[src/hdl/fbci_defs.svh]
// constants for the flash bus host controller
`ifndef FBCI_DEFS_SVH
`define FBCI_DEFS_SVH

// command codes
`define FBCI_CMD_ERASE_SETUP   8'h20
`define FBCI_CMD_ERASE_CONFIRM 8'hd0
`define FBCI_CMD_PROG_SETUP    8'h40
`define FBCI_CMD_PROG_SETUP_ALT 8'h10
`define FBCI_CMD_READ_ARRAY    8'hff
`define FBCI_CMD_IDENTIFY      8'h90

// bus cycle phase timing
`define FBCI_T_SETUP_NS   30
`define FBCI_T_STROBE_NS  80
`define FBCI_T_HOLD_NS    20
`define FBCI_CLK_NS       10
`define FBCI_SETUP_CYC  ((`FBCI_T_SETUP_NS + `FBCI_CLK_NS - 1) / `FBCI_CLK_NS)
`define FBCI_STROBE_CYC ((`FBCI_T_STROBE_NS + `FBCI_CLK_NS - 1) / `FBCI_CLK_NS)
`define FBCI_HOLD_CYC   ((`FBCI_T_HOLD_NS + `FBCI_CLK_NS - 1) / `FBCI_CLK_NS)

// identification address bits
`define FBCI_ID_SEL_BIT 0
`define FBCI_ID_HV_BIT  9

`endif

[src/hdl/fbci_pkg.sv]
// types for the flash bus host controller
package fbci_pkg;

    typedef enum logic [3:0] {
        FBCI_OP_READ     = 4'h0,
        FBCI_OP_ID_READ  = 4'h1,
        FBCI_OP_IDENTIFY = 4'h2,
        FBCI_OP_READ_ARR = 4'h3,
        FBCI_OP_ERASE    = 4'h4,
        FBCI_OP_PROGRAM  = 4'h5,
        FBCI_OP_RESET    = 4'h6
    } fbci_op_t;

    typedef enum logic [4:0] {
        FBCI_C_IDLE   = 5'b00001,
        FBCI_C_SETUP  = 5'b00010,
        FBCI_C_STROBE = 5'b00100,
        FBCI_C_HOLD   = 5'b01000,
        FBCI_C_DONE   = 5'b10000
    } fbci_cyc_t;

endpackage

[src/hdl/fbci_bus_cycle.sv]
// one timed read or write cycle on the flash pins
`timescale 1ns/1ps
`include "fbci_defs.svh"

module fbci_bus_cycle #(
    parameter int SETUP_CYC  = `FBCI_SETUP_CYC,
    parameter int STROBE_CYC = `FBCI_STROBE_CYC,
    parameter int HOLD_CYC   = `FBCI_HOLD_CYC
) (
    // clock and reset
    input  wire logic        clk,
    input  wire logic        rst_n,
    // request
    input  wire logic        start,
    input  wire logic        is_write,
    // phase outputs
    output logic             strobe_on,
    output logic             sample,
    output logic             done
);

    // ***************************************************************
    // phase sequencer
    // ***************************************************************
    fbci_pkg::fbci_cyc_t st_q;
    logic [7:0]          cnt_q;
    logic                wr_q;

    always_ff @(posedge clk) begin
        if (!rst_n) begin
            st_q  <= fbci_pkg::FBCI_C_IDLE;
            cnt_q <= 8'h00;
            wr_q  <= 1'b0;
        end else begin
            unique case (st_q)
                fbci_pkg::FBCI_C_IDLE: begin
                    if (start) begin
                        st_q  <= fbci_pkg::FBCI_C_SETUP;
                        cnt_q <= 8'(SETUP_CYC - 1);
                        wr_q  <= is_write;
                    end
                end
                fbci_pkg::FBCI_C_SETUP: begin
                    if (cnt_q == 8'h00) begin
                        st_q  <= fbci_pkg::FBCI_C_STROBE;
                        cnt_q <= 8'(STROBE_CYC - 1);
                    end else begin
                        cnt_q <= cnt_q - 8'h01;
                    end
                end
                fbci_pkg::FBCI_C_STROBE: begin
                    if (cnt_q == 8'h00) begin
                        st_q  <= fbci_pkg::FBCI_C_HOLD;
                        cnt_q <= 8'(HOLD_CYC - 1);
                    end else begin
                        cnt_q <= cnt_q - 8'h01;
                    end
                end
                fbci_pkg::FBCI_C_HOLD: begin
                    if (cnt_q == 8'h00) begin
                        st_q <= fbci_pkg::FBCI_C_DONE;
                    end else begin
                        cnt_q <= cnt_q - 8'h01;
                    end
                end
                fbci_pkg::FBCI_C_DONE: begin
                    st_q <= fbci_pkg::FBCI_C_IDLE;
                end
                default: begin
                    st_q <= fbci_pkg::FBCI_C_IDLE;
                end
            endcase
        end
    end

    always_comb begin
        strobe_on = (st_q == fbci_pkg::FBCI_C_STROBE);
        // read data is taken at the end of the strobe, before it rises
        sample    = strobe_on && (cnt_q == 8'h00) && !wr_q;
        done      = (st_q == fbci_pkg::FBCI_C_DONE);
    end

endmodule

[src/hdl/fbci_host.sv]
// host controller driving the flash command and bus interface pins
//
// Summary of operation
// - erase confirm D0h is sent only right after erase setup 20h.
// - program data is sent only right after program setup 40h.
// - after program or erase the host raises rsp_need_read_array until a read array FFh op or a reset op.
// - during id read all address bits except A0 are low; A9 stays low too and flash_id_hv is raised instead.
`timescale 1ns/1ps
`include "fbci_defs.svh"

module fbci_host #(
    parameter int ADDR_W     = 18,
    parameter int SETUP_CYC  = `FBCI_SETUP_CYC,
    parameter int STROBE_CYC = `FBCI_STROBE_CYC,
    parameter int HOLD_CYC   = `FBCI_HOLD_CYC
) (
    // clock and reset
    input  wire logic              clk,
    input  wire logic              rst_n,
    // user request
    input  wire logic              req_valid,
    input  wire fbci_pkg::fbci_op_t req_op,
    input  wire logic [ADDR_W-1:0] req_addr,
    input  wire logic [15:0]       req_wdata,
    input  wire logic              req_byte_mode,
    input  wire logic              req_byte_hi,
    input  wire logic              req_boot_unlock,
    output logic                   req_ready,
    output logic                   rsp_valid,
    output logic [15:0]            rsp_rdata,
    output logic                   rsp_need_read_array,
    // flash control pins
    output logic                   flash_ce_n,
    output logic                   flash_oe_n,
    output logic                   flash_we_n,
    output logic                   reset_powerdown_n,
    output logic                   boot_unlock_voltage,
    output logic                   flash_wp,
    output logic                   flash_byte_n,
    output logic                   flash_id_hv,
    // flash address and data pins
    output logic [ADDR_W-1:0]      flash_addr,
    input  wire logic [15:0]       flash_dq_i,
    output logic [15:0]            flash_dq_o,
    output logic [15:0]            flash_dq_oe
);

    // ***************************************************************
    // input synchroniser for the data pins
    // ***************************************************************
    logic [15:0] dq_s1_q;
    logic [15:0] dq_s2_q;

    always_ff @(posedge clk) begin
        if (!rst_n) begin
            dq_s1_q <= 16'h0000;
            dq_s2_q <= 16'h0000;
        end else begin
            dq_s1_q <= flash_dq_i;
            dq_s2_q <= dq_s1_q;
        end
    end

    // ***************************************************************
    // bus cycle timer
    // ***************************************************************
    logic cyc_start;
    logic cyc_write;
    logic strobe_on;
    logic sample;
    logic cyc_done;

    fbci_bus_cycle #(
        .SETUP_CYC  (SETUP_CYC),
        .STROBE_CYC (STROBE_CYC),
        .HOLD_CYC   (HOLD_CYC)
    ) u_cycle (
        .clk       (clk),
        .rst_n     (rst_n),
        .start     (cyc_start),
        .is_write  (cyc_write),
        .strobe_on (strobe_on),
        .sample    (sample),
        .done      (cyc_done)
    );

    // ***************************************************************
    // operation sequencer
    // ***************************************************************
    fbci_pkg::fbci_op_t op_q;
    logic              busy_q;
    logic              issued_q;
    logic              second_q;
    logic              wr_q;
    logic [ADDR_W-1:0] addr_q;
    logic [15:0]       wdata_q;
    logic [15:0]       cmd_q;
    logic              byte_q;
    logic              bhi_q;
    logic              unlock_q;
    logic              dirty_q;

    // erase and program are two cycles: setup then confirm or data
    logic two_cycle;
    assign two_cycle = (op_q == fbci_pkg::FBCI_OP_ERASE) || (op_q == fbci_pkg::FBCI_OP_PROGRAM);

    assign cyc_start = busy_q && !issued_q && (op_q != fbci_pkg::FBCI_OP_RESET);
    assign cyc_write = wr_q;

    always_ff @(posedge clk) begin
        if (!rst_n) begin
            op_q     <= fbci_pkg::FBCI_OP_READ;
            busy_q   <= 1'b0;
            issued_q <= 1'b0;
            second_q <= 1'b0;
            wr_q     <= 1'b0;
            addr_q   <= '0;
            wdata_q  <= 16'h0000;
            cmd_q    <= 16'h0000;
            byte_q   <= 1'b0;
            bhi_q    <= 1'b0;
            unlock_q <= 1'b0;
        end else if (!busy_q) begin
            if (req_valid) begin
                busy_q   <= 1'b1;
                issued_q <= 1'b0;
                second_q <= 1'b0;
                op_q     <= req_op;
                addr_q   <= req_addr;
                wdata_q  <= req_wdata;
                byte_q   <= req_byte_mode;
                bhi_q    <= req_byte_hi;
                unlock_q <= req_boot_unlock;
                unique case (req_op)
                    fbci_pkg::FBCI_OP_ERASE: begin
                        cmd_q <= {8'h00, `FBCI_CMD_ERASE_SETUP};
                        wr_q  <= 1'b1;
                    end
                    fbci_pkg::FBCI_OP_PROGRAM: begin
                        cmd_q <= {8'h00, `FBCI_CMD_PROG_SETUP};
                        wr_q  <= 1'b1;
                    end
                    fbci_pkg::FBCI_OP_IDENTIFY: begin
                        cmd_q <= {8'h00, `FBCI_CMD_IDENTIFY};
                        wr_q  <= 1'b1;
                    end
                    fbci_pkg::FBCI_OP_READ_ARR: begin
                        cmd_q <= {8'h00, `FBCI_CMD_READ_ARRAY};
                        wr_q  <= 1'b1;
                    end
                    default: begin
                        cmd_q <= 16'h0000;
                        wr_q  <= 1'b0;
                    end
                endcase
            end
        end else if (op_q == fbci_pkg::FBCI_OP_RESET) begin
            // the reset op holds the pin low for two clock cycles
            issued_q <= 1'b1;
            if (issued_q) begin
                busy_q <= 1'b0;
            end
        end else begin
            if (cyc_start) begin
                issued_q <= 1'b1;
            end
            if (cyc_done) begin
                if (two_cycle && !second_q) begin
                    // second cycle follows the setup with nothing between
                    second_q <= 1'b1;
                    issued_q <= 1'b0;
                    if (op_q == fbci_pkg::FBCI_OP_ERASE) begin
                        cmd_q <= {8'h00, `FBCI_CMD_ERASE_CONFIRM};
                    end else begin
                        cmd_q <= wdata_q;
                    end
                end else begin
                    busy_q <= 1'b0;
                end
            end
        end
    end

    // after a program or erase, array reads return status until FFh or a reset op
    always_ff @(posedge clk) begin
        if (!rst_n) begin
            dirty_q <= 1'b0;
        end else if (busy_q && op_q == fbci_pkg::FBCI_OP_RESET) begin
            dirty_q <= 1'b0;
        end else if (cyc_done && two_cycle && second_q) begin
            dirty_q <= 1'b1;
        end else if (cyc_done && op_q == fbci_pkg::FBCI_OP_READ_ARR) begin
            dirty_q <= 1'b0;
        end
    end

    // ***************************************************************
    // pin drive, every output registered
    // ***************************************************************
    logic id_read;
    logic in_cycle;
    logic boot_op;
    assign id_read  = (op_q == fbci_pkg::FBCI_OP_ID_READ);
    assign in_cycle = busy_q && issued_q && !cyc_done;
    assign boot_op  = busy_q && two_cycle && unlock_q;

    always_ff @(posedge clk) begin
        if (!rst_n) begin
            flash_ce_n          <= 1'b1;
            flash_oe_n          <= 1'b1;
            flash_we_n          <= 1'b1;
            reset_powerdown_n   <= 1'b0;
            boot_unlock_voltage <= 1'b0;
            flash_wp            <= 1'b0;
            flash_byte_n        <= 1'b1;
            flash_id_hv         <= 1'b0;
            flash_addr          <= '0;
            flash_dq_o          <= 16'h0000;
            flash_dq_oe         <= 16'h0000;
        end else begin
            reset_powerdown_n   <= !(busy_q && op_q == fbci_pkg::FBCI_OP_RESET);
            boot_unlock_voltage <= boot_op;
            flash_wp            <= boot_op;
            flash_ce_n          <= !in_cycle;
            flash_oe_n          <= !(in_cycle && !wr_q);
            flash_we_n          <= !(in_cycle && wr_q && strobe_on);
            flash_byte_n        <= !byte_q;
            flash_id_hv         <= busy_q && id_read;
            if (id_read) begin
                flash_addr <= '0;
                flash_addr[`FBCI_ID_SEL_BIT] <= addr_q[`FBCI_ID_SEL_BIT];
            end else begin
                flash_addr <= addr_q;
            end
            if (byte_q) begin
                // the top line is the byte address on reads too, so it is driven then as well
                flash_dq_o  <= {bhi_q, 7'h00, cmd_q[7:0]};
                flash_dq_oe <= !in_cycle ? 16'h0000 : (wr_q ? 16'h80ff : 16'h8000);
            end else begin
                flash_dq_o  <= cmd_q;
                flash_dq_oe <= (in_cycle && wr_q) ? 16'hffff : 16'h0000;
            end
        end
    end

    // ***************************************************************
    // user side answers
    // ***************************************************************
    always_ff @(posedge clk) begin
        if (!rst_n) begin
            rsp_valid <= 1'b0;
            rsp_rdata <= 16'h0000;
            req_ready <= 1'b0;
            rsp_need_read_array <= 1'b0;
        end else begin
            req_ready <= !busy_q && !req_valid;
            rsp_need_read_array <= dirty_q;
            rsp_valid <= busy_q && cyc_done && (!two_cycle || second_q);
            if (sample) begin
                // byte mode: lines 14:8 float and line 15 carries the byte address, keep only the low byte
                rsp_rdata <= byte_q ? {8'h00, dq_s2_q[7:0]} : dq_s2_q;
            end
        end
    end

endmodule

[config.mk]
export PLATFORM = sky130hd
export DESIGN_NAME = fbci_host
export DESIGN_NICKNAME = d
export VERILOG_FILES = /design/src/hdl/fbci_pkg.sv /design/src/hdl/fbci_bus_cycle.sv /design/src/hdl/fbci_host.sv
export VERILOG_INCLUDE_DIRS = /design/src /design/src/hdl
export SDC_FILE = /design/constraint.sdc
export NUM_CORES = 1
export LEC_CHECK = 0
export BUFFER_PORTS_ARGS = -buffer_cell sky130_fd_sc_hd__buf_4
export CAP_MARGIN = 20
export CELL_PAD_IN_SITES_DETAIL_PLACEMENT = 1
export CELL_PAD_IN_SITES_GLOBAL_PLACEMENT = 1
export CORE_MARGIN = 3
export CORE_UTILIZATION = 36
export DETAILED_ROUTE_END_ITERATION = 10
export HOLD_SLACK_MARGIN = 0.12
export PLACE_DENSITY = 0.79
export SYNTH_ARGS = -nofsm -noshare
export SYNTH_HDL_FRONTEND = slang
export SYNTH_SLANG_ARGS = --single-unit
[constraint.sdc]
create_clock -name clk -period 1.9 [get_ports clk]
set_input_delay 0.38 -clock clk [delete_from_list [all_inputs] [get_ports clk]]
set_output_delay 0.38 -clock clk [all_outputs]
set_load 0.01 [all_outputs]
* Word-level counts from Yosys, hierarchy flattened
Cells that the tools add are included.
** Operators by class
- Add/subtract/negate cells :: 1
- Equality and inequality tests :: 23
- Multiplexer cells :: 42
- Bitwise gates (word level) :: 2
- Reductions and logical operators :: 48
** Operator list (count)
- $mux W16 :: 11
- $pmux W8 S4 :: 2
- $mux W8 :: 5
- $eq A4 B3 Y1 const B :: 5
- $logic_and A1 B1 Y1 :: 20
- $mux W5 :: 4
- $pmux W5 S4 :: 1
- $mux W1 :: 19
- $logic_not A1 Y1 :: 13
- $eq A4 B2 Y1 const B :: 3
- $logic_not A8 Y1 :: 1
- $ne A2 B1 Y1 const B :: 4
- $ne A2 B2 Y1 const B :: 4
- $reduce_and A4 Y1 :: 2
- $sub A8 B1 Y8 const B :: 1
- $reduce_or A2 Y1 :: 3
- $eq A5 B1 Y1 const B :: 1
- $eq A5 B2 Y1 const B :: 1
- $eq A5 B3 Y1 const B :: 1
- $eq A5 B4 Y1 const B :: 1
- $eq A5 B5 Y1 const B :: 1
- $eq A4 B1 Y1 const B :: 1
- $ne A4 B3 Y1 const B :: 1
- $reduce_and A2 Y1 :: 2
- 6 further kinds :: 9
** Word-level totals
- Register bits :: 184
- Bits of input ports :: 60
- Output and inout port bits :: 77

* Depth between registers and ports, before layout
- Depth in word-level cells :: 8
- Depth in mapped cells :: 8

* Modules after synthesis
A second synthesis with hierarchy kept.
** Unflattened totals
- Cells, all modules :: 659
- Area total of the unflattened synthesis :: 6292.3 um2
** By module, submodules not included
- fbci_host :: instances 1, cells an instance 546, area an instance 5311.3 um2
- fbci_bus_cycle :: instances 1, cells an instance 113, area an instance 980.9 um2

* Least setup slack after synthesis
Ideal clock, no wire load.
- Kind :: reg-to-reg
- Start point :: register u_cycle.cnt_q[0]
- End point :: register u_cycle.cnt_q[1]
- Arrival :: 1.888 ns
- Path slack :: -0.104 ns
- Cell stages (with the launch flop) :: 9
- Buffers on the path :: 2
- Period minus slack after synthesis :: 2.004 ns
- Cells stage by stage :: dfxtp_1 inv_1 ha_1 and3_1 clkbuf_1 a22o_1 buf_6 or4_1 and3_1
** Between the ends
- Cells in the longest elaborated chain, start to end :: 3
- Elaborated cells between the ends (all ways) :: 8
- Those cells by class :: 1 x add/sub; 1 x eq/ne; 4 x mux; 2 x reduce/logical
** RTL lines
- start, declared :: line fbci_bus_cycle.sv:26 : logic [7:0] cnt_q;
- start signal, assigned :: line fbci_bus_cycle.sv:39 : cnt_q <= 8'(SETUP_CYC - 1);
- start signal, assigned :: line fbci_bus_cycle.sv:46 : cnt_q <= 8'(STROBE_CYC - 1);
- start signal, assigned :: line fbci_bus_cycle.sv:48 : cnt_q <= cnt_q - 8'h01;
- $sub A8 B1 Y8 or $logic_not A8 Y1 (tied branches)
- $mux W8 (tied with other cells) :: line fbci_bus_cycle.sv:60 : if (cnt_q == 8'h00) begin
- $pmux W8 S4 or $reduce_and A3 Y1 (tied branches)
Several ways; a longest one is shown, not always the timed one. The select of a mux whose other input is x is not followed.
A chain may end at the register's enable or synchronous reset.

* Final worst setup path
- Start point :: register u_cycle.cnt_q[1]
- End point :: register u_cycle.cnt_q[1]
The elaborated chain is that of the path after synthesis.

==> impl_results.md <==
- P_int: 5710 µW
- I/O pin count: 137
- Crit end category: flip-flop
- Cell count after synthesis: 642
- Clk Tree Root Cell: clkbuf_16
- Clock buffer depth: 2
- Drt total wl: 15200 µm
- First-pass iteration count of the detailed router: 4
- Synthesized cell area: 6080 µm²
- Multi-input logic area: 2400 µm²
- Synthesized net count: 704
- Antenna Cells: 0
- DPL Wire Length: 11200 µm
- Iteration-0 DRC Markers: 162
- Final Instance Area: 7990 µm²
- Initial antenna violation count: 0
- DP Cell Count: 980
- Yosys reg bits: 171
- Relative slew slack: 64.3%
- Skew final: 0.0124 ns
- CTS tree: yes
- Area growth, synth to finish: 31.4%
- Filler Cell Count: 1871
- Area of the die: 18500 µm²
- Peak Freq: 0.543 GHz
- Die H: 136 µm
- Largest net degree at the start of global routing: 43
- Switching power: 1750 µW
- # rows: 46
- Mapped Avg Cell Area: 9.47 µm²
- Switching Fraction: 23.5%
- Async set-reset flop share out of synthesis: 0%
- Register area share after synthesis: 56.3%
- Seq pwr share: 50.8%
- Clock Latency Late Sink: 0.42 ns
- Remaining Overflow, GRT: 0
- RSZ-0062 raised after global routing: no
- Leak: 0.00338 µW
- Most frequent cells in the layout: 171 x buf_4, 164 x dfxtp_1, 130 x nand2_1
- ANT nets after route: 0
- First-pass GRT wire length: 24500 µm
- Comb power frac: 8.4%
- Yosys warns: 0
- Share of cells above drive strength 1: 27.6%
- Commonest non-fill, non-tap cell in the layout: buf_4
- Hold Crit Class: in2reg
- Post-layout min period: 1.84 ns
- Pwr dens: 934 nW/µm²
- Nets: 846
- # H-tree levels: 4
- DR vias/cell: 4.73
- Fin. max-slew vios: 0
- EDFF count, synth: 0
- WP data arrival: 2.14 ns
- Worst-path fanout max: 6
- VDD IR-drop max: 0.603 mV
- Vias after detailed routing: 4789
- Clock Pin Slew Worst Setup and Hold Paths: 0.06 ns
- Setup tns final: 0 ns
- Clock power frac: 40.8%
- WP data required: 2.20 ns
- Die W: 136 µm
- Worst Setup Path Type: reg2reg
- Setup violations, final: 0
- Worst Max-Slew Pin Slew: 0.535 ns
- Yosys cell types: 52
- Worst setup SP type: flip-flop
- DRC: 0
- Starting density of the core: 37.4%
- Final period util: 96.8%
- Vias in the first global route: 5025
- Max_cap viols: 0
- Final Hold Vio Count: 0
- PortBufs: 136
- Placement Cell Area: 7410 µm²
- Final Wtd Congestion: 0.773
- Reg area: 3440 µm²
- Tot Pwr: 7460 µW
- Top FF cell, synth: dfxtp_1
- GRT Util Overall: 16.7%
- CTS sink cnt: 171
- Layout Cells excl Fill: 1013
- Routed len/inst: 15.0 µm
- CTS Buf Count: 17
- Core Area: 16200 µm²
- Outcome: complete, no violations
[layout make-up]
cell class                 instances  area share [%]
sequential                       171            43.0
multi-input combinational        411            30.1
timing repair buffer             173            16.6
clock buffer                      23            5.61
tap                              216            3.38
clock inverter                     9           0.815
inverter                          10           0.470
[logic make-up (layout without fill, tap and decap cells)]
kind of cell	count (synthesis)	in the layout	share of synthesized area (%)
multiplexers	4	4	0.659
flip-flops	171	171	56.3
buffers and inverters	60	215	5.04
XOR/XNOR	5	5	0.721
AO/OA/AOI/OAI	117	117	13.1
AND/OR/NAND/NOR	283	283	23.8
adder cells (fa/ha/maj)	2	2	0.412
[flip-flops by register name, indices dropped and copies added (netlist names), 3 cells and up]
name	count
op_q	4
cmd_q	16
addr_q	18
flash_addr	18
u_cycle.st_q	5
wdata_q	16
dq_s2_q	16
rsp_rdata	16
flash_dq_o	16
dq_s1_q	16
u_cycle.cnt_q	8
flash_dq_oe	3
[worst max-delay path: stages, from the launching register on]
cell and delay (ns):
dfxtp_2 0.33, inv_1 0.07, ha_1 0.20, and3_4 0.16, buf_4 0.15, a22o_4 0.23, or4_1 0.42, and3_1 0.18
[stage by stage]
step                      hold WS, ns  setup slack [ns]  util (%)
after floorplan                 0.412            0.0633         -
after global placement          0.414             0.113      45.6
after detailed placement        0.419            0.0528      45.6
after CTS                       0.152            0.0335      48.8
after global routing            0.145           0.00206      49.2
final                           0.166            0.0601      49.2
[cells in the mapped netlist (6+ instances only)]
library cell | number | area (µm²)
a21boi_0 | 46 | 345
and2_1 | 70 | 438
o21ai_0 | 14 | 70.1
nand2_1 | 130 | 488
nor2b_1 | 10 | 62.6
a22o_1 | 9 | 78.8
a21oi_1 | 27 | 135
clkbuf_1 | 26 | 97.6
buf_4 | 15 | 113
and3_1 | 6 | 37.5
inv_1 | 9 | 33.8
nor2_1 | 23 | 86.3
dfxtp_1 | 171 | 3420
nand3_1 | 10 | 50.1
[final timing paths]
path / start / end / slack [ns] / cells after the start
min: flash_dq_i[15] / dq_s1_q[15] / 0.17 / 2
min reg2reg: dq_s1_q[12] / dq_s2_q[12] / 0.43 / 1
max: u_cycle.cnt_q[1] / u_cycle.cnt_q[1] / 0.06 / 7
max reg2reg: u_cycle.cnt_q[1] / u_cycle.cnt_q[1] / 0.06 / 7
[power by group through the flow]
stage | Combinational (µW) | Sequential (µW) | Clock (µW)
after floorplan | 324 | 3860 | 0
after global placement | 597 | 3860 | 0
after detailed placement | 624 | 3870 | 0
after CTS | 630 | 3790 | 3120
after global routing | 700 | 3800 | 3300
final | 626 | 3790 | 3050
[layer usage]
layer / routed length [µm] / part of all wire (%) / global-route usage (%) / vias to the layer above
met4: 178 / 1.2 / 4.09 / 0
met3: 882 / 5.8 / 5.92 / 13
met5: 0 / 0 / 0 / -
li1: - / - / - / 2379
met1: 6350 / 42 / 19.6 / 2302
met2: 7790 / 51 / 29.1 / 95
[timing repair]
item / in CTS / in global routing
endpoints found under the setup margin: 0 / 33
gates resized for setup: 0 / 14
buffers inserted: 0 / 1
hold buffers: 0 / 0
No activity file was read; power rests on OpenSTA's default activity.
